**config.mk**
```make
export PLATFORM = sky130hd
export DESIGN_NAME = tla_top
export DESIGN_NICKNAME = d
export VERILOG_FILES = /design/src/core/tla_pkg.sv /design/src/core/tla_eval_if.sv /design/src/core/tla_limit_eval.sv /design/src/core/tla_pin_sync.sv /design/src/core/tla_top.sv
export VERILOG_INCLUDE_DIRS = /design/src /design/src/core
export SDC_FILE = /design/constraint.sdc
export NUM_CORES = 1
export LEC_CHECK = 0
export BUFFER_PORTS_ARGS = -buffer_cell sky130_fd_sc_hd__buf_2
export CAP_MARGIN = 20
export CELL_PAD_IN_SITES_DETAIL_PLACEMENT = 0
export CELL_PAD_IN_SITES_GLOBAL_PLACEMENT = 2
export CORE_ASPECT_RATIO = 1.1
export CORE_MARGIN = 3
export CORE_UTILIZATION = 36
export DETAILED_ROUTE_END_ITERATION = 10
export GPL_TIMING_DRIVEN = 1
export PLACE_DENSITY = 0.79
export SKIP_LAST_GASP = 1
export SLEW_MARGIN = 0
export SYNTH_ARGS = -nofsm -noshare
export SYNTH_HDL_FRONTEND = slang
export SYNTH_HIERARCHICAL = 1
export SYNTH_SLANG_ARGS = --single-unit
```
**constraint.sdc**
```tcl
create_clock -name ref_clk -period 4.47 [get_ports ref_clk]
set_clock_uncertainty 0.15 [all_clocks]
set_input_delay 0.2235 -clock ref_clk [delete_from_list [all_inputs] [get_ports ref_clk]]
set_output_delay 0.2235 -clock ref_clk [all_outputs]
set_load 0.02 [all_outputs]
```
**src/core/tla_defines.svh**
```systemverilog
// constants of the temperature limit alarm: offsets, fields, resets
// assumes byte addressing on a 32-bit avalon-mm register port
`ifndef TLA_DEFINES_SVH
`define TLA_DEFINES_SVH

// ----------------------------------------------------------------
// register byte offsets
// ----------------------------------------------------------------
`define TLA_OFS_CONFIG 8'h00
`define TLA_OFS_TEMP 8'h04
`define TLA_OFS_UPPER 8'h08
`define TLA_OFS_LOWER 8'h0C
`define TLA_OFS_CRIT 8'h10
`define TLA_OFS_HYST 8'h14
`define TLA_OFS_STATUS 8'h18
`define TLA_OFS_MASK 8'h1C
`define TLA_OFS_STATE 8'h20

// ----------------------------------------------------------------
// field positions
// ----------------------------------------------------------------
`define TLA_CFG_CMP_MODE 0
`define TLA_CFG_ACT_HIGH 1
`define TLA_CFG_SHUTDOWN 2
`define TLA_EVT_LIMIT 0
`define TLA_EVT_CRIT 1
`define TLA_ST_LIMIT_ACT 0
`define TLA_ST_CRIT_ACT 1
`define TLA_ST_LIMIT_OUT 2
`define TLA_ST_CRIT_OUT 3
`define TLA_ST_LIMIT_PIN 4
`define TLA_ST_CRIT_PIN 5

// ----------------------------------------------------------------
// reset values
// ----------------------------------------------------------------
`define TLA_CONFIG_RST 3'h0
`define TLA_UPPER_RST 16'h2000
`define TLA_LOWER_RST 16'h0280
`define TLA_CRIT_RST 16'h3000
`define TLA_HYST_RST 8'h05
`define TLA_MASK_RST 2'h0
`define TLA_NO_LOWER 16'h8000

`endif

```
**src/core/tla_pkg.sv**
```systemverilog
// types shared by the temperature limit alarm modules
// assumes nothing of its surroundings
package tla_pkg;

  // where the temperature stands against one pair of limits
  typedef enum logic [1:0] {
    TLA_IN,
    TLA_HIGH,
    TLA_LOW
  } tla_zone_t;

  typedef logic [15:0] tla_temp_t;

endpackage

```
**src/core/tla_eval_if.sv**
```systemverilog
// bundle between the alarm top and one limit evaluator
// assumes one clock domain; top drives limits, evaluator answers
interface tla_eval_if;
  import tla_pkg::*;

  tla_temp_t temp;
  tla_temp_t upper;
  tla_temp_t lower;
  logic [7:0] hyst;
  logic sample;
  logic read_clr;
  logic int_mode;
  logic asserted;
  logic out_limit;
  logic evt;

  modport eval
  (
    input temp, upper, lower, hyst, sample, read_clr, int_mode,
    output asserted, out_limit, evt
  );

  modport ctl
  (
    output temp, upper, lower, hyst, sample, read_clr, int_mode,
    input asserted, out_limit, evt
  );
endinterface

```
**src/core/tla_limit_eval.sv**
```systemverilog
// one limit evaluator: hysteresis zone tracker plus interrupt latch
// assumes samples arrive as one-cycle pulses on the same clock
module tla_limit_eval
  import tla_pkg::*;
(
  input wire logic ref_clk,
  input wire logic reset,
  input wire logic ce,
  tla_eval_if.eval e
);
  tla_zone_t zone_q;
  tla_zone_t zone_d;
  logic latch_q;
  logic evt_q;

  // sign-extended threshold, raised or lowered by the hysteresis
  function automatic logic signed [16:0] thr(input tla_temp_t base,
                                             input logic [7:0] h,
                                             input logic up);
    logic signed [16:0] b;
    logic signed [16:0] d;
    b = {base[15], base};
    d = {9'h000, h};
    thr = up ? b + d : b - d;
  endfunction

  // ----------------------------------------------------------------
  // comparisons
  // ----------------------------------------------------------------
  wire logic signed [16:0] t_x = {e.temp[15], e.temp};
  wire logic over_up = t_x > thr(e.upper, 8'h00, 1'b1);
  wire logic under_lo = t_x < thr(e.lower, 8'h00, 1'b0);
  wire logic below_rel = t_x < thr(e.upper, e.hyst, 1'b0);
  wire logic above_rel = t_x > thr(e.lower, e.hyst, 1'b1);
  wire logic changed = e.sample && (zone_d != zone_q);

  // zone walk; leaving the high or low zone needs the hysteresis margin
  always_comb
  begin
    zone_d = zone_q;
    unique case (zone_q)
      TLA_IN:
      begin
        if (over_up) zone_d = TLA_HIGH;
        else if (under_lo) zone_d = TLA_LOW;
      end
      TLA_HIGH:
      begin
        if (below_rel) zone_d = under_lo ? TLA_LOW : TLA_IN;
      end
      TLA_LOW:
      begin
        if (above_rel) zone_d = over_up ? TLA_HIGH : TLA_IN;
      end
      default: zone_d = TLA_IN;
    endcase
  end

  // latch sets on every zone change; a set beats a same-cycle clear
  always_ff @(posedge ref_clk)
  begin
    if (reset)
    begin
      zone_q <= TLA_IN;
      latch_q <= 1'b0;
      evt_q <= 1'b0;
    end
    else if (ce)
    begin
      evt_q <= changed;
      if (changed)
        zone_q <= zone_d;
      latch_q <= changed | (latch_q & ~e.read_clr);
    end
  end

  assign e.out_limit = zone_q != TLA_IN;
  assign e.asserted = e.int_mode ? latch_q : e.out_limit;
  assign e.evt = evt_q;
endmodule

```
**src/core/tla_pin_sync.sv**
```systemverilog
// three-stage synchroniser for a pin read back from outside
// assumes ref_clk domain; level accepted when stages two and three agree
module tla_pin_sync
(
  input wire logic ref_clk,
  input wire logic reset,
  input wire logic ce,
  input wire logic pin,
  output logic level
);
  logic s1_q;
  logic s2_q;
  logic s3_q;

  // first stage is read only by the second
  always_ff @(posedge ref_clk)
  begin
    if (reset)
    begin
      s1_q <= 1'b1;
      s2_q <= 1'b1;
      s3_q <= 1'b1;
      level <= 1'b1;
    end
    else if (ce)
    begin
      s1_q <= pin;
      s2_q <= s1_q;
      s3_q <= s2_q;
      if (s2_q == s3_q)
        level <= s3_q;
    end
  end
endmodule

```
**src/core/tla_top.sv**
```systemverilog
// temperature limit alarm: limit and critical open-drain alarm pins
// assumes an avalon-mm master on ref_clk and a converter that
// presents each new temperature with a one-cycle valid pulse
//
// Behaviour
// - limit and critical alarms run in comparator or latching interrupt mode.
// - after reset both alarms run in latching interrupt mode.
// - alarm asserts when temperature is above upper or below lower limit.
// - comparator mode releases past upper minus or lower plus hysteresis.
// - shutdown in comparator mode keeps the present alarm state.
// - interrupt mode holds the alarm until any register read clears it.
// - after clearing, only a change of zone (in, high or low) re-raises it.
// - cleared high event re-raises when below upper minus hysteresis.
// - re-armed alarm raises again as soon as a limit is exceeded anew.
`include "tla_defines.svh"

module tla_top
  import tla_pkg::*;
(
  input wire logic ref_clk,
  input wire logic reset,
  input wire logic ce,
  input wire logic [7:0] avs_address,
  input wire logic avs_read,
  input wire logic avs_write,
  input wire logic [31:0] avs_writedata,
  input wire logic [3:0] avs_byteenable,
  output logic [31:0] avs_readdata,
  output logic avs_waitrequest,
  input wire logic [15:0] temp_value,
  input wire logic temp_valid,
  input wire logic alarm_pin_in,
  output logic alarm_pin_out,
  output logic alarm_pin_oe_n,
  input wire logic critical_alarm_pin_in,
  output logic critical_alarm_pin_out,
  output logic critical_alarm_pin_oe_n,
  output logic irq
);

  // ----------------------------------------------------------------
  // declarations
  // ----------------------------------------------------------------
  logic [2:0] config_q;
  tla_temp_t temp_q;
  tla_temp_t upper_q;
  tla_temp_t lower_q;
  tla_temp_t crit_q;
  logic [7:0] hyst_q;
  logic [1:0] status_q;
  logic [1:0] mask_q;
  logic sample_q;
  logic alarm_pin_level;
  logic crit_pin_level;

  tla_eval_if lim_if ();
  tla_eval_if crit_if ();

  // byte-lane merge of a 16-bit register with avalon write data
  function automatic tla_temp_t be_merge16(input tla_temp_t old,
                                           input logic [31:0] wd,
                                           input logic [3:0] be);
    be_merge16 = old;
    if (be[0]) be_merge16[7:0] = wd[7:0];
    if (be[1]) be_merge16[15:8] = wd[15:8];
  endfunction

  // open-drain enable: low means the pin is pulled low by us
  function automatic logic od_release(input logic active,
                                      input logic act_high);
    od_release = active ~^ act_high;
  endfunction

  // ----------------------------------------------------------------
  // bus decode
  // ----------------------------------------------------------------
  // a request is served on the single cycle waitrequest is low
  wire logic acc_take = (avs_read | avs_write) & avs_waitrequest;
  wire logic acc_done = ~avs_waitrequest;
  wire logic wr_en = avs_write & acc_done;
  wire logic rd_done = avs_read & acc_done;
  wire logic lane0 = avs_byteenable[0];

  wire logic sel_config = avs_address == `TLA_OFS_CONFIG;
  wire logic sel_upper = avs_address == `TLA_OFS_UPPER;
  wire logic sel_lower = avs_address == `TLA_OFS_LOWER;
  wire logic sel_crit = avs_address == `TLA_OFS_CRIT;
  wire logic sel_hyst = avs_address == `TLA_OFS_HYST;
  wire logic sel_status = avs_address == `TLA_OFS_STATUS;
  wire logic sel_mask = avs_address == `TLA_OFS_MASK;

  // ----------------------------------------------------------------
  // configuration fields
  // ----------------------------------------------------------------
  wire logic cmp_mode = config_q[`TLA_CFG_CMP_MODE];
  wire logic act_high = config_q[`TLA_CFG_ACT_HIGH];
  wire logic shutdown = config_q[`TLA_CFG_SHUTDOWN];

  // ----------------------------------------------------------------
  // status word and read mux
  // ----------------------------------------------------------------
  wire logic [1:0] evt_now = {crit_if.evt, lim_if.evt};
  wire logic [5:0] state_word = {
    crit_pin_level, alarm_pin_level,
    crit_if.out_limit, lim_if.out_limit,
    crit_if.asserted, lim_if.asserted
  };
  // unmapped offsets read as zero and ignore writes
  wire logic [31:0] rd_mux =
    (avs_address == `TLA_OFS_CONFIG) ? {29'h0000_0000, config_q} :
    (avs_address == `TLA_OFS_TEMP) ? {16'h0000, temp_q} :
    (avs_address == `TLA_OFS_UPPER) ? {16'h0000, upper_q} :
    (avs_address == `TLA_OFS_LOWER) ? {16'h0000, lower_q} :
    (avs_address == `TLA_OFS_CRIT) ? {16'h0000, crit_q} :
    (avs_address == `TLA_OFS_HYST) ? {24'h00_0000, hyst_q} :
    (avs_address == `TLA_OFS_STATUS) ? {30'h0000_0000, status_q} :
    (avs_address == `TLA_OFS_MASK) ? {30'h0000_0000, mask_q} :
    (avs_address == `TLA_OFS_STATE) ? {26'h000_0000, state_word} :
    32'h0000_0000;

  // ----------------------------------------------------------------
  // avalon handshake
  // ----------------------------------------------------------------
  // fixed one wait cycle keeps the read mux off the output path
  always_ff @(posedge ref_clk)
  begin
    if (reset)
    begin
      avs_waitrequest <= 1'b1;
      avs_readdata <= 32'h0000_0000;
    end
    else if (ce)
    begin
      avs_waitrequest <= ~acc_take;
      if (acc_take && avs_read)
        avs_readdata <= rd_mux;
    end
  end

  // ----------------------------------------------------------------
  // configuration register
  // ----------------------------------------------------------------
  // reset value selects interrupt mode and active-low pins
  always_ff @(posedge ref_clk)
  begin
    if (reset)
      config_q <= `TLA_CONFIG_RST;
    else if (ce && wr_en && sel_config && lane0)
      config_q <= avs_writedata[2:0];
  end

  // ----------------------------------------------------------------
  // limit registers
  // ----------------------------------------------------------------
  always_ff @(posedge ref_clk)
  begin
    if (reset)
    begin
      upper_q <= `TLA_UPPER_RST;
      lower_q <= `TLA_LOWER_RST;
      crit_q <= `TLA_CRIT_RST;
      hyst_q <= `TLA_HYST_RST;
    end
    else if (ce && wr_en)
    begin
      if (sel_upper)
        upper_q <= be_merge16(upper_q, avs_writedata, avs_byteenable);
      if (sel_lower)
        lower_q <= be_merge16(lower_q, avs_writedata, avs_byteenable);
      if (sel_crit)
        crit_q <= be_merge16(crit_q, avs_writedata, avs_byteenable);
      if (sel_hyst && lane0)
        hyst_q <= avs_writedata[7:0];
    end
  end

  // ----------------------------------------------------------------
  // temperature capture
  // ----------------------------------------------------------------
  // shutdown stops new samples, so zones freeze; a read still clears the interrupt latches
  always_ff @(posedge ref_clk)
  begin
    if (reset)
    begin
      temp_q <= 16'h0000;
      sample_q <= 1'b0;
    end
    else if (ce)
    begin
      sample_q <= temp_valid & ~shutdown;
      if (temp_valid && !shutdown)
        temp_q <= temp_value;
    end
  end

  // ----------------------------------------------------------------
  // evaluators
  // ----------------------------------------------------------------
  // both alarms share temperature, hysteresis, mode and read clear
  assign lim_if.temp = temp_q;
  assign lim_if.upper = upper_q;
  assign lim_if.lower = lower_q;
  assign lim_if.hyst = hyst_q;
  assign lim_if.sample = sample_q;
  assign lim_if.read_clr = rd_done;
  assign lim_if.int_mode = ~cmp_mode;

  // critical alarm has no lower limit: its floor is never undercut
  assign crit_if.temp = temp_q;
  assign crit_if.upper = crit_q;
  assign crit_if.lower = `TLA_NO_LOWER;
  assign crit_if.hyst = hyst_q;
  assign crit_if.sample = sample_q;
  assign crit_if.read_clr = rd_done;
  assign crit_if.int_mode = ~cmp_mode;

  tla_limit_eval u_lim_eval
  (
    .ref_clk(ref_clk),
    .reset(reset),
    .ce(ce),
    .e(lim_if.eval)
  );

  tla_limit_eval u_crit_eval
  (
    .ref_clk(ref_clk),
    .reset(reset),
    .ce(ce),
    .e(crit_if.eval)
  );

  // ----------------------------------------------------------------
  // pin read-back
  // ----------------------------------------------------------------
  // the wired pin may be held by another open-drain driver
  tla_pin_sync u_alarm_sync
  (
    .ref_clk(ref_clk),
    .reset(reset),
    .ce(ce),
    .pin(alarm_pin_in),
    .level(alarm_pin_level)
  );

  tla_pin_sync u_crit_sync
  (
    .ref_clk(ref_clk),
    .reset(reset),
    .ce(ce),
    .pin(critical_alarm_pin_in),
    .level(crit_pin_level)
  );

  // ----------------------------------------------------------------
  // open-drain alarm pins
  // ----------------------------------------------------------------
  // output data is a constant low; only the enable moves, and the
  // polarity bit flips meaning the same way in both modes
  always_ff @(posedge ref_clk)
  begin
    if (reset)
    begin
      alarm_pin_out <= 1'b0;
      critical_alarm_pin_out <= 1'b0;
      alarm_pin_oe_n <= 1'b1;
      critical_alarm_pin_oe_n <= 1'b1;
    end
    else if (ce)
    begin
      alarm_pin_out <= 1'b0;
      critical_alarm_pin_out <= 1'b0;
      alarm_pin_oe_n <= od_release(lim_if.asserted, act_high);
      critical_alarm_pin_oe_n <=
        od_release(crit_if.asserted, act_high);
    end
  end

  // ----------------------------------------------------------------
  // interrupt status, mask and output
  // ----------------------------------------------------------------
  // write one to clear; a new event in the same cycle stays set
  wire logic [1:0] st_clr =
    (wr_en && sel_status && lane0) ? avs_writedata[1:0] : 2'b00;

  always_ff @(posedge ref_clk)
  begin
    if (reset)
    begin
      status_q <= 2'b00;
      mask_q <= `TLA_MASK_RST;
      irq <= 1'b0;
    end
    else if (ce)
    begin
      status_q <= evt_now | (status_q & ~st_clr);
      if (wr_en && sel_mask && lane0)
        mask_q <= avs_writedata[1:0];
      irq <= |(status_q & mask_q);
    end
  end

endmodule

```
Yosys cells after proc, flatten, opt, wreduce, memory -nomap -nowiden
Cells that the tools add are included.

word-level totals
  register bits = 132
  input port bits = 68
  output and inout port bits = 38
  logic and storage cells = 137

cells by class
  $add $sub $neg = 4
  order comparisons = 8
  equality and inequality tests = 16
  multiplexer cells = 26
  bitwise operators = 19
  reductions and logical operators = 33

operators by type and width
  kind                                           number
  2-to-1 mux 16 bit                              5
  greater-than comparator 16 x 17 -> 1 bit       2
  < comparator 16 x 17 -> 1 bit                  2
  subtractor 16 x 9 -> 17 bit                    2
  == test 8 x 5 -> 1 bit, second input constant  4
  greater-than comparator 16 bit                 2
  2-to-1 mux 2 bit                               11
  2-to-1 mux 6 bit                               3
  AND reduction 3 bit                            6
  adder 16 x 9 -> 17 bit                         1
  adder 16 x 9 -> 17 bit, first input constant   1
  == test 8 x 4 -> 1 bit, second input constant  2
  < comparator 16 bit                            1
  < comparator 16 bit, second input constant     1
  AND reduction 2 bit                            8
  logical AND 1 bit                              12
  case mux 2 bit (3 select lines)                2
  == test 8 x 3 -> 1 bit, second input constant  1
  == test 8 x 6 -> 1 bit, second input constant  1
  logical NOT 8 bit                              1
  2-to-1 mux 8 bit                               1
  AND 1 bit                                      6
  AND 2 bit                                      2
  == test 2 x 1 -> 1 bit, second input constant  2
  13 further kinds                               27

Longest topological paths before layout
  depth in word-level cells = 11
  gate-level depth with buffers = 21
  mapped depth without buffers = 21

Cells and area by module
Netlist, hierarchy kept.

by module, submodules not included
  module                        instances  cells each  area an instance (µm²)  seq. area each (µm²)
  tla_top                       1          556         4643.2                  2001.9
  tla_limit_eval (u_lim_eval)   1          353         2732.6                  80.1
  tla_limit_eval (u_crit_eval)  1          367         2716.4                  80.1
  tla_pin_sync                  2          15          147.6                   80.1

Least setup slack after synthesis
No wires, ideal clock.

  path type = reg-to-reg
  from = reg hyst_q[1], in the netlist crit_if.hyst[1]
  to = reg u_crit_eval.zone_q[1]
  library setup time = 0.124 ns
  arrival = 3.601 ns
  required time = 4.196 ns
  path slack = 0.595 ns
  stages on the path, launching flop included = 19
  buffers on the path = 0
  clock period less this slack = 3.875 ns
  cells stage by stage = dfxtp_1 > inv_1 > fa_1 > a21o_1 > a21oi_1 > o21ai_0 > a21oi_1 > nor2b_1 > o21ai_1 > nor2b_1 > xnor2_1 > ha_1 > a21o_1 > a221oi_1 > a31oi_1 > o22ai_1 > a21oi_1 > nor4_1 > nor3_1

between the ends
  cells in the longest elaborated chain, start to end = 7
  elaborated cells between the ends (all ways) = 10
  those cells by class = add/sub: 2; order compare: 2; eq/ne: 1; mux: 3; reduce/logical: 2

ends and longest elaborated chain
  item                                                                                              RTL line                                    text
  start: declaration                                                                                tla_top.sv:49                               logic [7:0] hyst_q;
  start signal: assignment                                                                          tla_top.sv:162                              hyst_q <= `TLA_HYST_RST;
  start signal: assignment                                                                          tla_top.sv:173                              hyst_q <= avs_writedata[7:0];
  adder 16 x 9 -> 17 bit / subtractor 16 x 9 -> 17 bit (equally long branches)                      tla_limit_eval.sv:24                        thr = up ? b + d : b - d;
  greater-than comparator 16 x 17 -> 1 bit / < comparator 16 x 17 -> 1 bit (equally long branches)  tla_limit_eval.sv:34, tla_limit_eval.sv:33
  2-to-1 mux 2 bit (on tied branches)                                                               tla_limit_eval.sv:53, tla_limit_eval.sv:49
  case mux 2 bit (3 select lines) (*)                                                               tla_limit_eval.sv:41                        unique case (zone_q)
  != test 2 bit                                                                                     tla_limit_eval.sv:35                        wire logic changed = e.sample && (zone_d != zone_q);
  logical AND 1 bit                                                                                 tla_limit_eval.sv:35
  AND reduction 2 bit (no source line)                                                              n/a
  end signal: assignment                                                                            tla_limit_eval.sv:72                        zone_q <= zone_d;
  end: declaration                                                                                  tla_limit_eval.sv:11                        tla_zone_t zone_q;

Every way passes the cells marked *; elsewhere a longest branch is shown, timed or not.
A chain may end at the register's enable or synchronous reset.

Worst setup path after layout
  from = reg hyst_q[0], in the netlist crit_if.hyst[0]
  to = reg u_lim_eval.latch_q

between the ends
  cells in the longest elaborated chain, start to end = 7
  elaborated cells between the ends (all ways) = 10
  those cells by class = add/sub: 2; order compare: 2; eq/ne: 1; mux: 3; bitwise: 1; reduce/logical: 1

ends and longest elaborated chain
  item                                                                                              RTL line                                    text
  adder 16 x 9 -> 17 bit / subtractor 16 x 9 -> 17 bit (equally long branches)                      tla_limit_eval.sv:24
  greater-than comparator 16 x 17 -> 1 bit / < comparator 16 x 17 -> 1 bit (equally long branches)  tla_limit_eval.sv:34, tla_limit_eval.sv:33
  2-to-1 mux 2 bit (on tied branches)                                                               tla_limit_eval.sv:53, tla_limit_eval.sv:49
  case mux 2 bit (3 select lines) (*)                                                               tla_limit_eval.sv:41
  != test 2 bit (*)                                                                                 tla_limit_eval.sv:35
  logical AND 1 bit (*)                                                                             tla_limit_eval.sv:35
  bitwise OR 1 bit (*)                                                                              tla_limit_eval.sv:73                        latch_q <= changed | (latch_q & ~e.read_clr);
  end signal: assignment                                                                            tla_limit_eval.sv:73
  end: declaration                                                                                  tla_limit_eval.sv:13                        logic latch_q;

Marked as above.

==> metrics <==
status=finished, final reports clean; Iter 0 DRT Violations=645; worst path required time=between 4 and 5 ns; Net Switching=just under 900 uW; commonest cells after routing, fill and taps aside=ha_1, nand2_1, a21oi_1; max-cap viol count=0; worst-skew pair later-pin latency=approximately 0.43 ns; Vias=9,758; Die W=168 um; commonest non-fill, non-tap cell in the layout=ha_1; combinational share of power=0.147; first-pass GRT wire length=between 50 and 60 mm; sw frac=0.300; total power=roughly 2900 uW; final worst-path cycle share=0.950; PortBufs=roughly 70; #FFs+latches synth=116; TritonCTS clock tree=done; CP Capture Type=register; PwrDens=between 200 and 250 mW/mm^2; dpl hpwl=26.9 mm; CTS Buffer Depth=2; actual slew at the worst max-slew pin=1.01 ns; worst relative slew slack=0.324; initial antenna violation count=0; drt first pass iters=5; Yosys cell types=between 80 and 90; Yosys warnings=6; CTS Buf Count=17; WS Path Type=register to register; GRT overflow=0; Final nets=1,697; asr flop ratio synth=0; Final Slew Violations=0; Tot GR Track Use=0.221; worst hold path type=input port to register; Final Util=0.441; Fin. Hold Viols=0; Peak VDD IR=0.000180 V; Rows=64; Mapped Cells=between 1,000 and 1,500; Highest Clock Rate=0.236 GHz; Synth Area per Inst=7.95 sq um; IO Pins=106; # clock sinks=116; routability cong.=0.831; DP Area=0.0113 sq mm; fraction of the yosys area taken by sequential cells=0.224; vias in the first global route=~9,000; effective utilization at floorplan=0.370; P_leak=roughly 0.0055 uW; Avg WL per Cell=around 19 um; Final Cell Area=0.0124 sq mm; Fin Hold WS=around 0.09 ns; H-tree depth=4; clock transition at the registers of the reported paths=0.06 ns; Post-Route WL=34.6 mm; DRT antenna net count=0; fin crit period=4.25 ns; CP Max Fanout=4; pin count of the biggest net entering global routing=64; Clk pwr share=0.478; Post-synth EDFFs=0; Area growth syn-to-layout=19.3%; DRC=0; share of layout cells above drive strength 1=0.129; vias per cell=5.30; share of power burned in registers=0.375; ant diodes=0; mapped cell area=0.0104 sq mm; startpoint types=register; setup violators final=0; RSZ-0062 raised after global routing=true; ys flop type=dfxtp_1; Root Buffer=clkbuf_16; die area=approximately 0.031 sq mm; Critical Path AT=4.37 ns; Die Y=about 180 um; Core ar.=about 0.028 sq mm; Int Power=2020 uW
[metrics by stage]
stage	setup TNS [ns]	setup WS (ns)	std cells
floorplan	0	0.595	1361
global placement	-0.812	-0.260	1770
detailed placement	-0.764	-0.253	1770
CTS	0	0.0222	1838
global route	-0.261	-0.0815	1841
finish	0	0.224	1841
[sequential cells by signal (all words and copies together) (netlist names), 3 cells and up]
register and cells:
crit_if.temp 16, lim_if.upper 16, crit_if.hyst 8, avs_readdata 16
crit_if.upper 16, config_q 3, lim_if.lower 16
[synth_stat cells, types with 22 or more instances]
cell | number | area share
ha_1 | 160 | 0.19
nand2_1 | 133 | 0.048
a21oi_1 | 126 | 0.061
inv_1 | 118 | 0.043
dfxtp_1 | 116 | 0.22
nor2_1 | 85 | 0.031
nand3_1 | 56 | 0.027
mux2i_1 | 44 | 0.042
xnor2_1 | 43 | 0.036
o21ai_0 | 42 | 0.020
clkbuf_1 | 26 | 0.0094
nand2b_1 | 22 | 0.013
[repair_timing]
action                                 in CTS  in global routing
setup buffers                               0                  2
hold buffers                               36                  0
pin swaps                                   0                  7
resized for setup                           3                 19
setup endpoints to repair                   4                  8
endpoints found under the hold margin      68                  0
[worst max-delay path, cell delays in order, from the launching register on]
cell      delay, ns
dfxtp_1        0.31
buf_4          0.15
buf_4          0.15
ha_1           0.20
fa_1           0.41
a21o_1         0.18
a21oi_1        0.24
o21bai_1       0.11
a21oi_2        0.18
o21a_1         0.17
nor2_1         0.06
xnor2_1        0.13
ha_1           0.33
a21o_1         0.19
a211oi_1       0.32
nand2_1        0.10
nor4_1         0.27
nor2_1         0.12
nor2_1         0.21
o32ai_1        0.10
[worst paths after layout]
path                    start            endpoint  slack, ns  cells after the start
max           crit_if.hyst[0]  u_lim_eval/latch_q       0.22                     19
min                        ce   u_alarm_sync/s3_q       0.09                      2
max reg2reg   crit_if.hyst[0]  u_lim_eval/latch_q       0.22                     19
min reg2reg  avs_readdata[12]    avs_readdata[12]       0.30                      2
[layer usage]
| layer | GRT usage | routed length, um |
|---|---|---|
| met5 | 0 | 0 |
| met4 | 0.0704 | 1050 |
| met3 | 0.0302 | 1210 |
| met2 | 0.354 | 15500 |
| met1 | 0.308 | 16800 |
[logic make-up (layout without fill, tap and decap cells)]
family / Yosys count / in the layout / synth area share
multiplexers: 47 / 47 / 0.0457
other: 2 / 57 / 0.000723
adder cells (fa/ha/maj): 164 / 164 / 0.200
XOR/XNOR: 50 / 50 / 0.0422
AO/OA/AOI/OAI: 325 / 325 / 0.204
flip-flops: 116 / 116 / 0.224
buffers and inverters: 178 / 295 / 0.0747
AND/OR/NAND/NOR: 424 / 424 / 0.209
[layout make-up]
type / count / area (sq um)
flip-flops and latches: 116 / 2330
clock buffers: 19 / 443
clock inverters: 13 / 138
multi-input cells: 1067 / 7580
fillers: 2921 / 15700
repair buffers: 145 / 1010
inverters: 118 / 443
well taps: 363 / 454
[power by group through the flow]
| stage | sequential, uW | clock [uW] | combinational (uW) |
|---|---|---|---|
| floorplan | 1100 | 0 | 264 |
| global placement | 1110 | 0 | 384 |
| detailed placement | 1110 | 0 | 388 |
| CTS | 1080 | 1410 | 415 |
| global route | 1080 | 1460 | 475 |
| finish | 1080 | 1380 | 424 |
(Power assumes the default switching activity.)
